### src/common/boot_pkg.sv
// boot configuration constants: strap timing, memory map, boot sources
// assumes a 32-bit byte address space and a single system clock domain
package boot_pkg;

    typedef enum logic [1:0] {
        src_main_flash,
        src_system_memory,
        src_embedded_sram
    } boot_src_t;

    // straps are captured on this rising edge after reset or standby exit
    localparam int unsigned    SAMPLE_EDGE       = 4;
    localparam logic [2:0]     SAMPLE_EDGE_CNT   = 3'(SAMPLE_EDGE);

    localparam logic [31:0]    CODE_AREA_BASE    = 32'h0000_0000;
    localparam logic [31:0]    STACK_PTR_ADDR    = 32'h0000_0000;
    localparam logic [31:0]    RESET_VECTOR_ADDR = 32'h0000_0004;
    localparam logic [31:0]    ALIAS_WINDOW_SIZE = 32'h0008_0000;

    localparam logic [31:0]    FLASH_BASE        = 32'h0800_0000;
    localparam logic [31:0]    SYSMEM_BASE       = 32'h1fff_0000;
    localparam logic [31:0]    SRAM_BASE         = 32'h2000_0000;
    localparam logic [31:0]    SRAM_SIZE         = 32'h0001_8000;

    localparam boot_src_t      BOOT_SRC_RESET    = src_main_flash;
    localparam logic [1:0]     REMAP_RESET       = 2'h0;

endpackage

### src/common/strap_if.sv
// strap capture handshake between the boot selector and its sampler
// assumes both ends run on mclk
`timescale 1ns/1ps
interface strap_if;
    logic low_level;
    logic high_level;
    logic captured;

    modport sampler
    (
        output low_level,
        output high_level,
        output captured
    );
    modport user
    (
        input  low_level,
        input  high_level,
        input  captured
    );
endinterface

### src/boot_alias.sv
// boot source selection and code area alias decoder
// assumes one cpu-side request per bus per cycle; memories answer elsewhere
`timescale 1ns/1ps

module boot_alias
    import boot_pkg::*;
(
    input  wire logic          mclk,
    input  wire logic          rst,
    input  wire logic          standby_exit,
    input  wire logic          boot_select_low_pin,
    input  wire logic          boot_select_high_pin,
    input  wire logic          remap_write,
    input  wire logic [1:0]    remap_wdata,
    input  wire logic          ifetch_valid,
    input  wire logic [31:0]   ifetch_addr,
    input  wire logic          literal_valid,
    input  wire logic [31:0]   literal_addr,
    input  wire logic          sysbus_valid,
    input  wire logic [31:0]   sysbus_addr,
    output logic               boot_done,
    output logic               shared_pin_released,
    output boot_src_t          boot_src,
    output logic [1:0]         code_area_remap_register,
    output logic               ifetch_sel_flash,
    output logic               ifetch_sel_sysmem,
    output logic               ifetch_sel_sram,
    output logic [31:0]        ifetch_phys_addr,
    output logic               literal_sel_flash,
    output logic               literal_sel_sysmem,
    output logic               literal_sel_sram,
    output logic [31:0]        literal_phys_addr,
    output logic               sysbus_sel_sram,
    output logic [31:0]        sysbus_phys_addr
);

    strap_if    straps ();
    logic       captured_d1_q;
    boot_src_t  strap_src;
    logic [1:0] remap_q;
    logic       cpu_hold_q;

    ////////////////////////////////////////////////////////////////////////
    strap_sampler u_sampler
    (
        .mclk                 (mclk),
        .rst                  (rst),
        .restart              (standby_exit),
        .boot_select_low_pin  (boot_select_low_pin),
        .boot_select_high_pin (boot_select_high_pin),
        .straps               (straps)
    );

    ////////////////////////////////////////////////////////////////////////
    always_comb
    begin
        if (!straps.low_level)
            strap_src = src_main_flash;
        else if (!straps.high_level)
            strap_src = src_system_memory;
        else
            strap_src = src_embedded_sram;
    end

    always_ff @(posedge mclk)
    begin
        if (rst)
            captured_d1_q <= 1'b0;
        else
            captured_d1_q <= straps.captured;
    end

    // fresh capture loads the remap register with the strap decode,
    // later software writes other than code 3 override it until the next capture
    always_ff @(posedge mclk)
    begin
        if (rst)
            remap_q <= REMAP_RESET;
        else if (straps.captured && !captured_d1_q)
            remap_q <= 2'(strap_src);
        else if (remap_write && straps.captured && remap_wdata != 2'h3)
            remap_q <= remap_wdata;
    end

    // cpu is held off until one edge after capture, then fetches from address 0
    always_ff @(posedge mclk)
    begin
        if (rst)
            cpu_hold_q <= 1'b1;
        else
            cpu_hold_q <= !straps.captured;
    end

    assign boot_done                = !cpu_hold_q;
    assign shared_pin_released      = straps.captured;
    assign boot_src                 = boot_src_t'(remap_q);
    assign code_area_remap_register = remap_q;

    ////////////////////////////////////////////////////////////////////////
    function automatic logic in_alias(input logic [31:0] a);
        return a >= CODE_AREA_BASE && a < CODE_AREA_BASE + ALIAS_WINDOW_SIZE;
    endfunction

    function automatic logic in_range(input logic [31:0] a,
                                      input logic [31:0] base,
                                      input logic [31:0] size);
        return a >= base && a - base < size;
    endfunction

    // both code buses share one decode; vector and stack fetches at 0/4
    // land in the alias window like any other code access
    always_comb
    begin
        logic        al;
        logic [31:0] off;
        al  = 1'b0;
        off = 32'h0;
        // instruction bus
        al  = ifetch_valid && boot_done && in_alias(ifetch_addr);
        off = ifetch_addr - CODE_AREA_BASE;
        ifetch_sel_flash  = al && boot_src == src_main_flash;
        ifetch_sel_sysmem = al && boot_src == src_system_memory;
        ifetch_sel_sram   = al && boot_src == src_embedded_sram;
        if (ifetch_sel_flash)
            ifetch_phys_addr = FLASH_BASE + off;
        else if (ifetch_sel_sysmem)
            ifetch_phys_addr = SYSMEM_BASE + off;
        else if (ifetch_sel_sram)
            ifetch_phys_addr = SRAM_BASE + off;
        else
            ifetch_phys_addr = ifetch_addr;
        // literal data bus
        al  = literal_valid && boot_done && in_alias(literal_addr);
        off = literal_addr - CODE_AREA_BASE;
        literal_sel_flash  = al && boot_src == src_main_flash;
        literal_sel_sysmem = al && boot_src == src_system_memory;
        literal_sel_sram   = al && boot_src == src_embedded_sram;
        if (literal_sel_flash)
            literal_phys_addr = FLASH_BASE + off;
        else if (literal_sel_sysmem)
            literal_phys_addr = SYSMEM_BASE + off;
        else if (literal_sel_sram)
            literal_phys_addr = SRAM_BASE + off;
        else
            literal_phys_addr = literal_addr;
    end

    // sram always answers at its own base on the system bus
    assign sysbus_sel_sram  = sysbus_valid
                              && in_range(sysbus_addr, SRAM_BASE, SRAM_SIZE);
    assign sysbus_phys_addr = sysbus_addr;

endmodule

### src/strap_sampler.sv
// boot strap sampler: synchronises both straps and captures them once per reset or standby exit
// assumes straps are asynchronous pins; restart pulse comes from mclk logic
`timescale 1ns/1ps
module strap_sampler
    import boot_pkg::*;
(
    input  wire logic   mclk,
    input  wire logic   rst,
    input  wire logic   restart,
    input  wire logic   boot_select_low_pin,
    input  wire logic   boot_select_high_pin,
    strap_if.sampler    straps
);

    logic [1:0] sync1_q;
    logic [1:0] sync2_q;
    logic [2:0] edge_cnt_q;
    logic       armed_q;
    logic       low_q;
    logic       high_q;
    logic       captured_q;

    ////////////////////////////////////////////////////////////////////////
    always_ff @(posedge mclk)
    begin
        sync1_q <= {boot_select_high_pin, boot_select_low_pin};
        sync2_q <= sync1_q;
    end

    // edge count restarts on reset and on each standby exit
    always_ff @(posedge mclk)
    begin
        if (rst || restart)
        begin
            edge_cnt_q <= 3'h0;
            armed_q    <= 1'b1;
        end
        else if (armed_q)
        begin
            edge_cnt_q <= edge_cnt_q + 3'h1;
            if (edge_cnt_q + 3'h1 == SAMPLE_EDGE_CNT)
                armed_q <= 1'b0;
        end
    end

    // latch on the fourth edge; synchroniser lag is accepted as strap setup
    always_ff @(posedge mclk)
    begin
        if (rst)
        begin
            low_q      <= 1'b0;
            high_q     <= 1'b0;
            captured_q <= 1'b0;
        end
        else if (restart)
            captured_q <= 1'b0;
        else if (armed_q && edge_cnt_q + 3'h1 == SAMPLE_EDGE_CNT)
        begin
            low_q      <= sync2_q[0];
            high_q     <= sync2_q[1];
            captured_q <= 1'b1;
        end
    end

    assign straps.low_level  = low_q;
    assign straps.high_level = high_q;
    assign straps.captured   = captured_q;

endmodule
### config.mk
export PLATFORM = sky130hd
export DESIGN_NAME = boot_alias
export DESIGN_NICKNAME = d
export VERILOG_FILES = /design/src/common/boot_pkg.sv /design/src/common/strap_if.sv /design/src/boot_alias.sv /design/src/strap_sampler.sv
export SDC_FILE = /design/constraint.sdc
export NUM_CORES = 1
export LEC_CHECK = 0
export BUFFER_PORTS_ARGS = -buffer_cell sky130_fd_sc_hd__buf_2
export CAP_MARGIN = 25
export CORE_AREA = 2 2 83 85
export DETAILED_ROUTE_END_ITERATION = 10
export DIE_AREA = 0 0 85 87
export PLACE_DENSITY_LB_ADDON = 0.1
export SLEW_MARGIN = 25
export SYNTH_ARGS = -nofsm -noshare
export SYNTH_HDL_FRONTEND = slang
export SYNTH_SLANG_ARGS = --single-unit
### constraint.sdc
create_clock -name mclk -period 1.2 [get_ports mclk]
set_input_delay 0 -clock mclk [delete_from_list [all_inputs] [get_ports mclk]]
set_output_delay 0 -clock mclk [all_outputs]
set_load 0.02 [all_outputs]
==> results of run 1 <==
## synthesized netlist by cell type (all sizes together)
cell	count
buf	68
dfxtp	15
or2	15
inv	13
ha	11
nor2	11
nand2	10
nor3	10
nor4	8
nand2b	7
a21oi	6
mux2i	5
o21ai	5
a21o	4
nand3	4
xnor2	4
nand4	3
nor2b	3
a211o	2
clkbuf	2
nor3b	2
o21bai	2
o221ai	2
xor2	2
a2111oi	1
a211oi	1
a21boi	1
a31o	1
a31oi	1
and4	1
nand3b	1
nand4b	1
nor4b	1
o31ai	1
or4	1
or4b	1
## cells by family after synthesis
family / count (synthesis) / synth area share (%)
buffers and inverters: 83 / 31.5
AND/OR/NAND/NOR: 79 / 28.0
AO/OA/AOI/OAI: 27 / 10.2
flip-flops: 15 / 16.8
adder cells (fa/ha/maj): 11 / 7.72
XOR/XNOR: 6 / 2.95
multiplexers: 5 / 2.81
## path summary, 6_finish.rpt
kind                            slack [ns]                                       to                            startpoint  cells after the start
worst max-delay path                 -0.52                     ifetch_phys_addr[16]                 cpu_hold_q$_SDFF_PP1_                      7
worst min-delay path              0.000007                     literal_phys_addr[6]                       literal_addr[6]                      0
worst max register to register           0  u_sampler.straps.low_level$_SDFFE_PP0P_  u_sampler.edge_cnt_q[0]$_SDFFE_PP0P_                      5
worst min register to register        0.33             u_sampler.sync2_q[0]$_DFF_P_          u_sampler.sync1_q[0]$_DFF_P_                      0
## per-layer routing
layer | vias up | global-route usage [%]
li1 | 917 | -
met1 | 781 | 14.5
met2 | 69 | 23.1
met3 | 12 | 2.27
met4 | 0 | 3.75
met5 | - | 0
## sequential cells by signal, summed over array words and instances (netlist names)
register and count:
u_sampler.sync2_q 2, u_sampler.armed_q 1, u_sampler.edge_cnt_q 3, boot_src 2
captured_d1_q 1, u_sampler.straps.high_level 1, u_sampler.sync1_q 2, u_sampler.straps.low_level 1
cpu_hold_q 1, u_sampler.straps.captured 1
## repair_timing
action	in CTS	in global routing
setup buffers	3	4
setup endpoints to repair	41	41
hold buffers	2	0
hold endpoints to repair	2	0
pin swaps	13	8
resized for setup	59	27
## placed cells by master (no fill, tap or decap), drive strengths merged, types with 7 or more instances in the layout
cell	instances
nor4	8
nand2	10
dfxtp	15
ha	11
or2	15
nand2b	7
buf	168
inv	13
nor3	10
nor2	11
## final cells by class
cell class	count	area [um^2]
Clock buffer	3	41.3
Fill cell	701	3720
Timing Repair Buffer	170	1170
Multi-Input combinational cell	128	1160
Tap cell	80	100
Sequential cell	15	309
Clock inverter	1	5.00
Inverter	13	53.8
## per-stage QoR
stage / worst slack (ns) / hold slack [ns]
after floorplan: -0.206 / 0.0277
after global placement: -0.282 / 0.000137
after detailed placement: -0.323 / 0.000137
after CTS: -0.519 / 0.000137
after global routing: -0.623 / 0.0000293
final: -0.520 / 0.00000650
## power breakdown
part / internal (mW) / total (mW) / switching (mW)
Combinational: 0.310 / 0.609 / 0.299
Clock: 0.229 / 0.392 / 0.163
Sequential: 0.507 / 0.512 / 0.00482
## worst register-to-register path, delay by kind of cell, from the launching register on
| family | cells | cell delay [ns] |
|---|---|---|
| flip-flops | 1 | 0.35 |
| adder cells (fa/ha/maj) | 1 | 0.15 |
| XOR/XNOR | 1 | 0.17 |
| multiplexers | 1 | 0.19 |
| AND/OR/NAND/NOR | 2 | 0.23 |
==> flow_metrics.py, run 1 <==
metrics = {
    "finish": {
        "final_util_pct": 43.3,
        "syn_to_final_growth_pct": 59.6,
        "final_area_mm2": 0.00285,
        "instances_no_fill": 410,
        "n_antenna_cell": 0,
        "drive_above_1_share_pct": 67.0,
        "nNetsFinal": 449,
    },
    "sta": {
        "min_period_ns": 1.72,
        "worst_pin_slew_ns": 0.348,
        "fmax_mhz": 581,
        "hold_viol_final": 0,
        "final.period_utilization_pct": 143,
        "postLayoutSetupSlackWorst_ns": -0.520,
        "setup_viol": 38,
        "skew_ns": 0.00120,
        "rsz0062_at_grt": "yes",
        "finalSetupTns_ns": -15.70,
        "maxSlewViolCount": 0,
        "max-slew-margin-rel_pct": 76.6,
    },
    "setup_path": {
        "crit_buf_inv": 3,
        "critical_path_class": "flop to primary output",
        "cp-start-kind": "flop",
        "critical-path-top-delay-family": "simple AND/OR/NAND/NOR gates",
        "worstPathArrival_ns": 1.72,
        "required_ns": 1.20,
        "endpoint_kind": "primary output",
        "slowest_stage": "dfxtp_4",
        "cp_max_fo": 6,
        "path_cells": "buf_12, nor3b_4, nand4_4, buf_6, nor2_4, xnor2_1, buf_4",
        "slowest_delay_ns": 0.36,
    },
    "outcome": {
        "status": "finished, violations left",
        "violations": "negative setup slack",
    },
    "detailed_routing": {
        "wl_per_cell_um": 12.2,
        "drt-total-wl_um": 4980,
        "met2_length_um": 2620,
        "m1WireLength_um": 1910,
        "drt_iter0_markers": 22,
        "viasPerCell": 4.34,
        "highest_layer": "met4",
        "vias": 1779,
        "met3_length_um": 363,
        "ant_nets": 0,
        "route.detailed.drc": 0,
        "dr.pass1.iters": 4,
    },
    "synthesis": {
        "yosysTopAreaCell": "buf_4",
        "syn_nets": 344,
        "ys_warn_count": 0,
        "synthTopCellsByArea": "buf_4 28%, dfxtp_1 17%, ha_1 7.7%, or2_1 5.3%, mux2i_1 2.8%",
        "synth_top_area_share_pct": 27.8,
        "syn_area_mm2": 0.00178,
        "syn_avg_cell_area_um2": 7.89,
        "synth_cells": 226,
        "ys_ff_latch": 15,
        "post_synth_num_cell_types": 43,
        "synth_seq_area_share_pct": 16.8,
    },
    "die": {
        "die_area_mm2": 0.00740,
        "coreArea_mm2": 0.00657,
        "die_x_um": 85,
        "start_util_pct": 27.1,
        "io_pins": 216,
        "die_h_um": 87,
        "row_count": 30,
    },
    "global_routing": {
        "grt_pass1_vias": 1703,
        "antenna_found_initial": 0,
        "grt-ovfl-total": 0,
        "grt_usage_pct": 12.4,
        "grt_pass1_wl_um": 7640,
        "grt_max_degree": 11,
    },
    "clock_network": {
        "cts_tree": "yes",
        "cts_max_level": 1,
        "cts.clk_slew.worst_paths_ns": 0.06,
        "cts_buffer_depth": 2,
        "clk_latency_ns": 0.24,
        "clock_sinks": 15,
        "numCtsBuffers": 3,
        "root_buffer": "clkbuf_8",
    },
    "placed_design": {
        "io_buffer_count": 121,
        "place.gp.congestion": 0.768,
        "dp_hpwl_um": 4190,
        "place_inst": 397,
        "placed_area_mm2": 0.00239,
    },
    "pwr": {
        "power_density_mw_per_mm2": 532,
        "p_leak_nw": 1.44,
        "total_power_mw": 1.51,
        "ir_drop_mv": 0.550,
    },
    "run": {
        "cap_violations": 0,
    },
    "worst_hold_path": {
        "min_path_type": "primary input to primary output",
    },
}
(Power assumes the default switching activity.)
==> run 2: changes to the inputs <==
--- a/config.mk
+++ b/config.mk
@@ -7,9 +7,11 @@
 export LEC_CHECK = 0
 export BUFFER_PORTS_ARGS = -buffer_cell sky130_fd_sc_hd__buf_2
 export CAP_MARGIN = 25
-export CORE_AREA = 2 2 83 85
+export CELL_PAD_IN_SITES_DETAIL_PLACEMENT = 1
+export CELL_PAD_IN_SITES_GLOBAL_PLACEMENT = 1
+export CORE_AREA = 2 2 103 105
 export DETAILED_ROUTE_END_ITERATION = 10
-export DIE_AREA = 0 0 85 87
+export DIE_AREA = 0 0 105 107
 export PLACE_DENSITY_LB_ADDON = 0.1
 export SLEW_MARGIN = 25
 export SYNTH_ARGS = -nofsm -noshare
==> run 2 against run 1 <==
Compared with the run above:
- cell count up 14%
- combinational power down 1%
- clock skew up 0.0011 ns
- clock power up 2%
- sequential share of layout area increased by 0.066 points
- setup slack gained 0.0097 ns
- critical path depth decreased by 2
- largest power group unchanged
- the run still ends with negative setup slack left
- clock-buffer cell count is 1 higher
==> flow_metrics.py, run 2 (synthesis gave the netlist of run 1 again) <==
metrics = {
    "sta": {
        "min_period_ns": 1.71,
        "fmax_mhz": 585,
        "final.period_utilization_pct": 143,
        "max-slew-margin-rel_pct": 53.7,
        "setup_viol": 40,
        "hold_slack_ns": 0.00000562,
        "postLayoutSetupSlackWorst_ns": -0.510,
        "worst_pin_slew_ns": 0.689,
        "rsz0062_at_grt": "yes",
        "hold_viol_final": 0,
        "skew_ns": 0.00235,
        "maxSlewViolCount": 0,
    },
    "die": {
        "start_util_pct": 17.7,
        "row_count": 37,
        "coreArea_mm2": 0.0101,
        "die_h_um": 107,
        "die_x_um": 105,
        "die_area_mm2": 0.0112,
        "io_pins": 216,
    },
    "finish": {
        "regMostFlops": "u_sampler.edge_cnt_q",
        "final_cell_mix": "86 x buf_2, 76 x buf_4, 11 x inv_1",
        "regArea_um2": 307,
        "multi_input_area_mm2": 0.00113,
        "nNetsFinal": 449,
        "syn_to_final_growth_pct": 57.4,
        "final_area_mm2": 0.00281,
        "layout_commonest_cell": "buf_2",
        "n_antenna_cell": 0,
        "fill_cells": 1217,
        "drive_above_1_share_pct": 65.8,
        "largest_reg_flops": 3,
    },
    "clock_network": {
        "cts.clk_slew.worst_paths_ns": 0.06,
        "cts_tree": "yes",
        "cts_max_level": 1,
        "clock_sinks": 15,
        "numCtsBuffers": 3,
        "clk_latency_ns": 0.24,
        "cts_buffer_depth": 2,
        "root_buffer": "clkbuf_8",
    },
    "setup_path": {
        "cp-start-kind": "flop",
        "critical_path_class": "flop to primary output",
        "endpoint_kind": "primary output",
        "reg2reg_slack_ns": -0.02,
        "r2r_start": "u_sampler.edge_cnt_q[0]$_SDFFE_PP0P_",
        "required_ns": 1.20,
        "worstPathArrival_ns": 1.71,
        "path_cells": "nor4b_4, nand4_4, nor2_4, mux2i_4, buf_6",
        "cp_max_fo": 7,
        "slowest_stage": "dfxtp_2",
        "slowest_delay_ns": 0.35,
        "rr_worst_depth": 5,
        "r2r-end": "u_sampler.straps.low_level$_SDFFE_PP0P_",
    },
    "detailed_routing": {
        "drt_iter0_markers": 24,
        "viasPerCell": 3.94,
        "ant_nets": 0,
        "route.detailed.drc": 0,
        "dr.pass1.iters": 3,
        "vias": 1834,
        "wl_per_cell_um": 13.1,
        "drt-total-wl_um": 6100,
    },
    "global_routing": {
        "grt_pass1_vias": 1870,
        "grt_usage_pct": 10.7,
        "gr-usage-met1_pct": 12.3,
        "use_met2_pct": 20.1,
        "antenna_found_initial": 0,
        "grt-ovfl-total": 0,
        "grt_max_degree": 11,
        "grt_most_used_layer": "met2",
        "met3_usage_pct": 2.67,
        "grt_pass1_wl_um": 9690,
    },
    "outcome": {
        "status": "finished, violations left",
        "violations": "negative setup slack",
    },
    "worst_hold_path": {
        "hold_start": "literal_addr[10]",
        "holdPathEnd": "literal_phys_addr[10]",
        "min_path_type": "primary input to primary output",
        "hold_depth": 0,
    },
    "pwr": {
        "p_leak_nw": 1.40,
        "power_density_mw_per_mm2": 540,
        "total_power_mw": 1.52,
        "ir_drop_mv": 0.743,
    },
    "placed_design": {
        "io_buffer_count": 121,
        "placed_area_mm2": 0.00250,
        "dp_hpwl_um": 5360,
        "place.gp.congestion": 0.693,
        "post-place-ws_ns": -0.341,
    },
    "run": {
        "cap_violations": 0,
    },
}
-- run 2: cell count changes in the layout (fill, tap and decap cells not counted), moves of 2 or more --
cell / change
buf_6: -21
buf_2: -3
a21oi_2: -2
a21oi_1: +2
buf_4: +24
-- run 2: repair_timing --
action	4_1_cts	5_1_grt
setup buffers	1	0
hold endpoints to repair	2	0
setup endpoints to repair	41	41
gates cloned	0	0
gates resized for setup	60	4
pin swaps	9	1
hold buffers	2	0
-- run 2: routing by layer --
layer	routed length, um	part of all wire [%]
met3	466	7.6
met5	0	0
met2	3130	51
met1	2440	40
met4	72	1.2
-- run 2: final cells by class --
type | instances | share of cell area (%)
clock buffers | 4 | 1.60
inverters | 13 | 1.92
multi-input cells | 128 | 40.4
flip-flops and latches | 15 | 10.9
well taps | 136 | 6.06
repair buffers | 170 | 39.1
-- run 2: power breakdown --
part	total [mW]	internal (mW)	switching, mW
clock	0.401	0.235	0.166
combinational	0.601	0.298	0.303
sequential	0.514	0.509	0.00511
total	1.52	1.04	0.475
-- run 2: worst max-delay path: cells and delay by family (launching register included) --
kind | cells | cell delay [ns]
flip-flops | 1 | 0.35
AND/OR/NAND/NOR | 3 | 0.73
buffers and inverters | 1 | 0.14
multiplexers | 1 | 0.25
-- run 2: metrics by stage --
stage	instances	TNS, ns	utilization [%]
after CTS	466	-16.42	27.7
after global routing	466	-20.60	27.8
after floorplan	226	-2.63	-
final	466	-14.99	27.8
after detailed placement	459	-9.77	24.8
after global placement	459	-9.19	24.8
-- run 2: how the worst max path moves through the flow --
stage                       endpoint  slack, ns                  start  cells past startpoint
2_1_floorplan  literal_phys_addr[17]      -0.21  cpu_hold_q$_SDFF_PP1_                      4
3_3_place_gp    ifetch_phys_addr[25]      -0.33        ifetch_addr[22]                      7
3_5_place_dp    ifetch_phys_addr[28]      -0.34        ifetch_addr[22]                      7
4_1_cts        literal_phys_addr[18]      -0.53  cpu_hold_q$_SDFF_PP1_                      6
5_1_grt         ifetch_phys_addr[28]      -0.66  cpu_hold_q$_SDFF_PP1_                      6
6_report       literal_phys_addr[17]      -0.51  cpu_hold_q$_SDFF_PP1_                      5
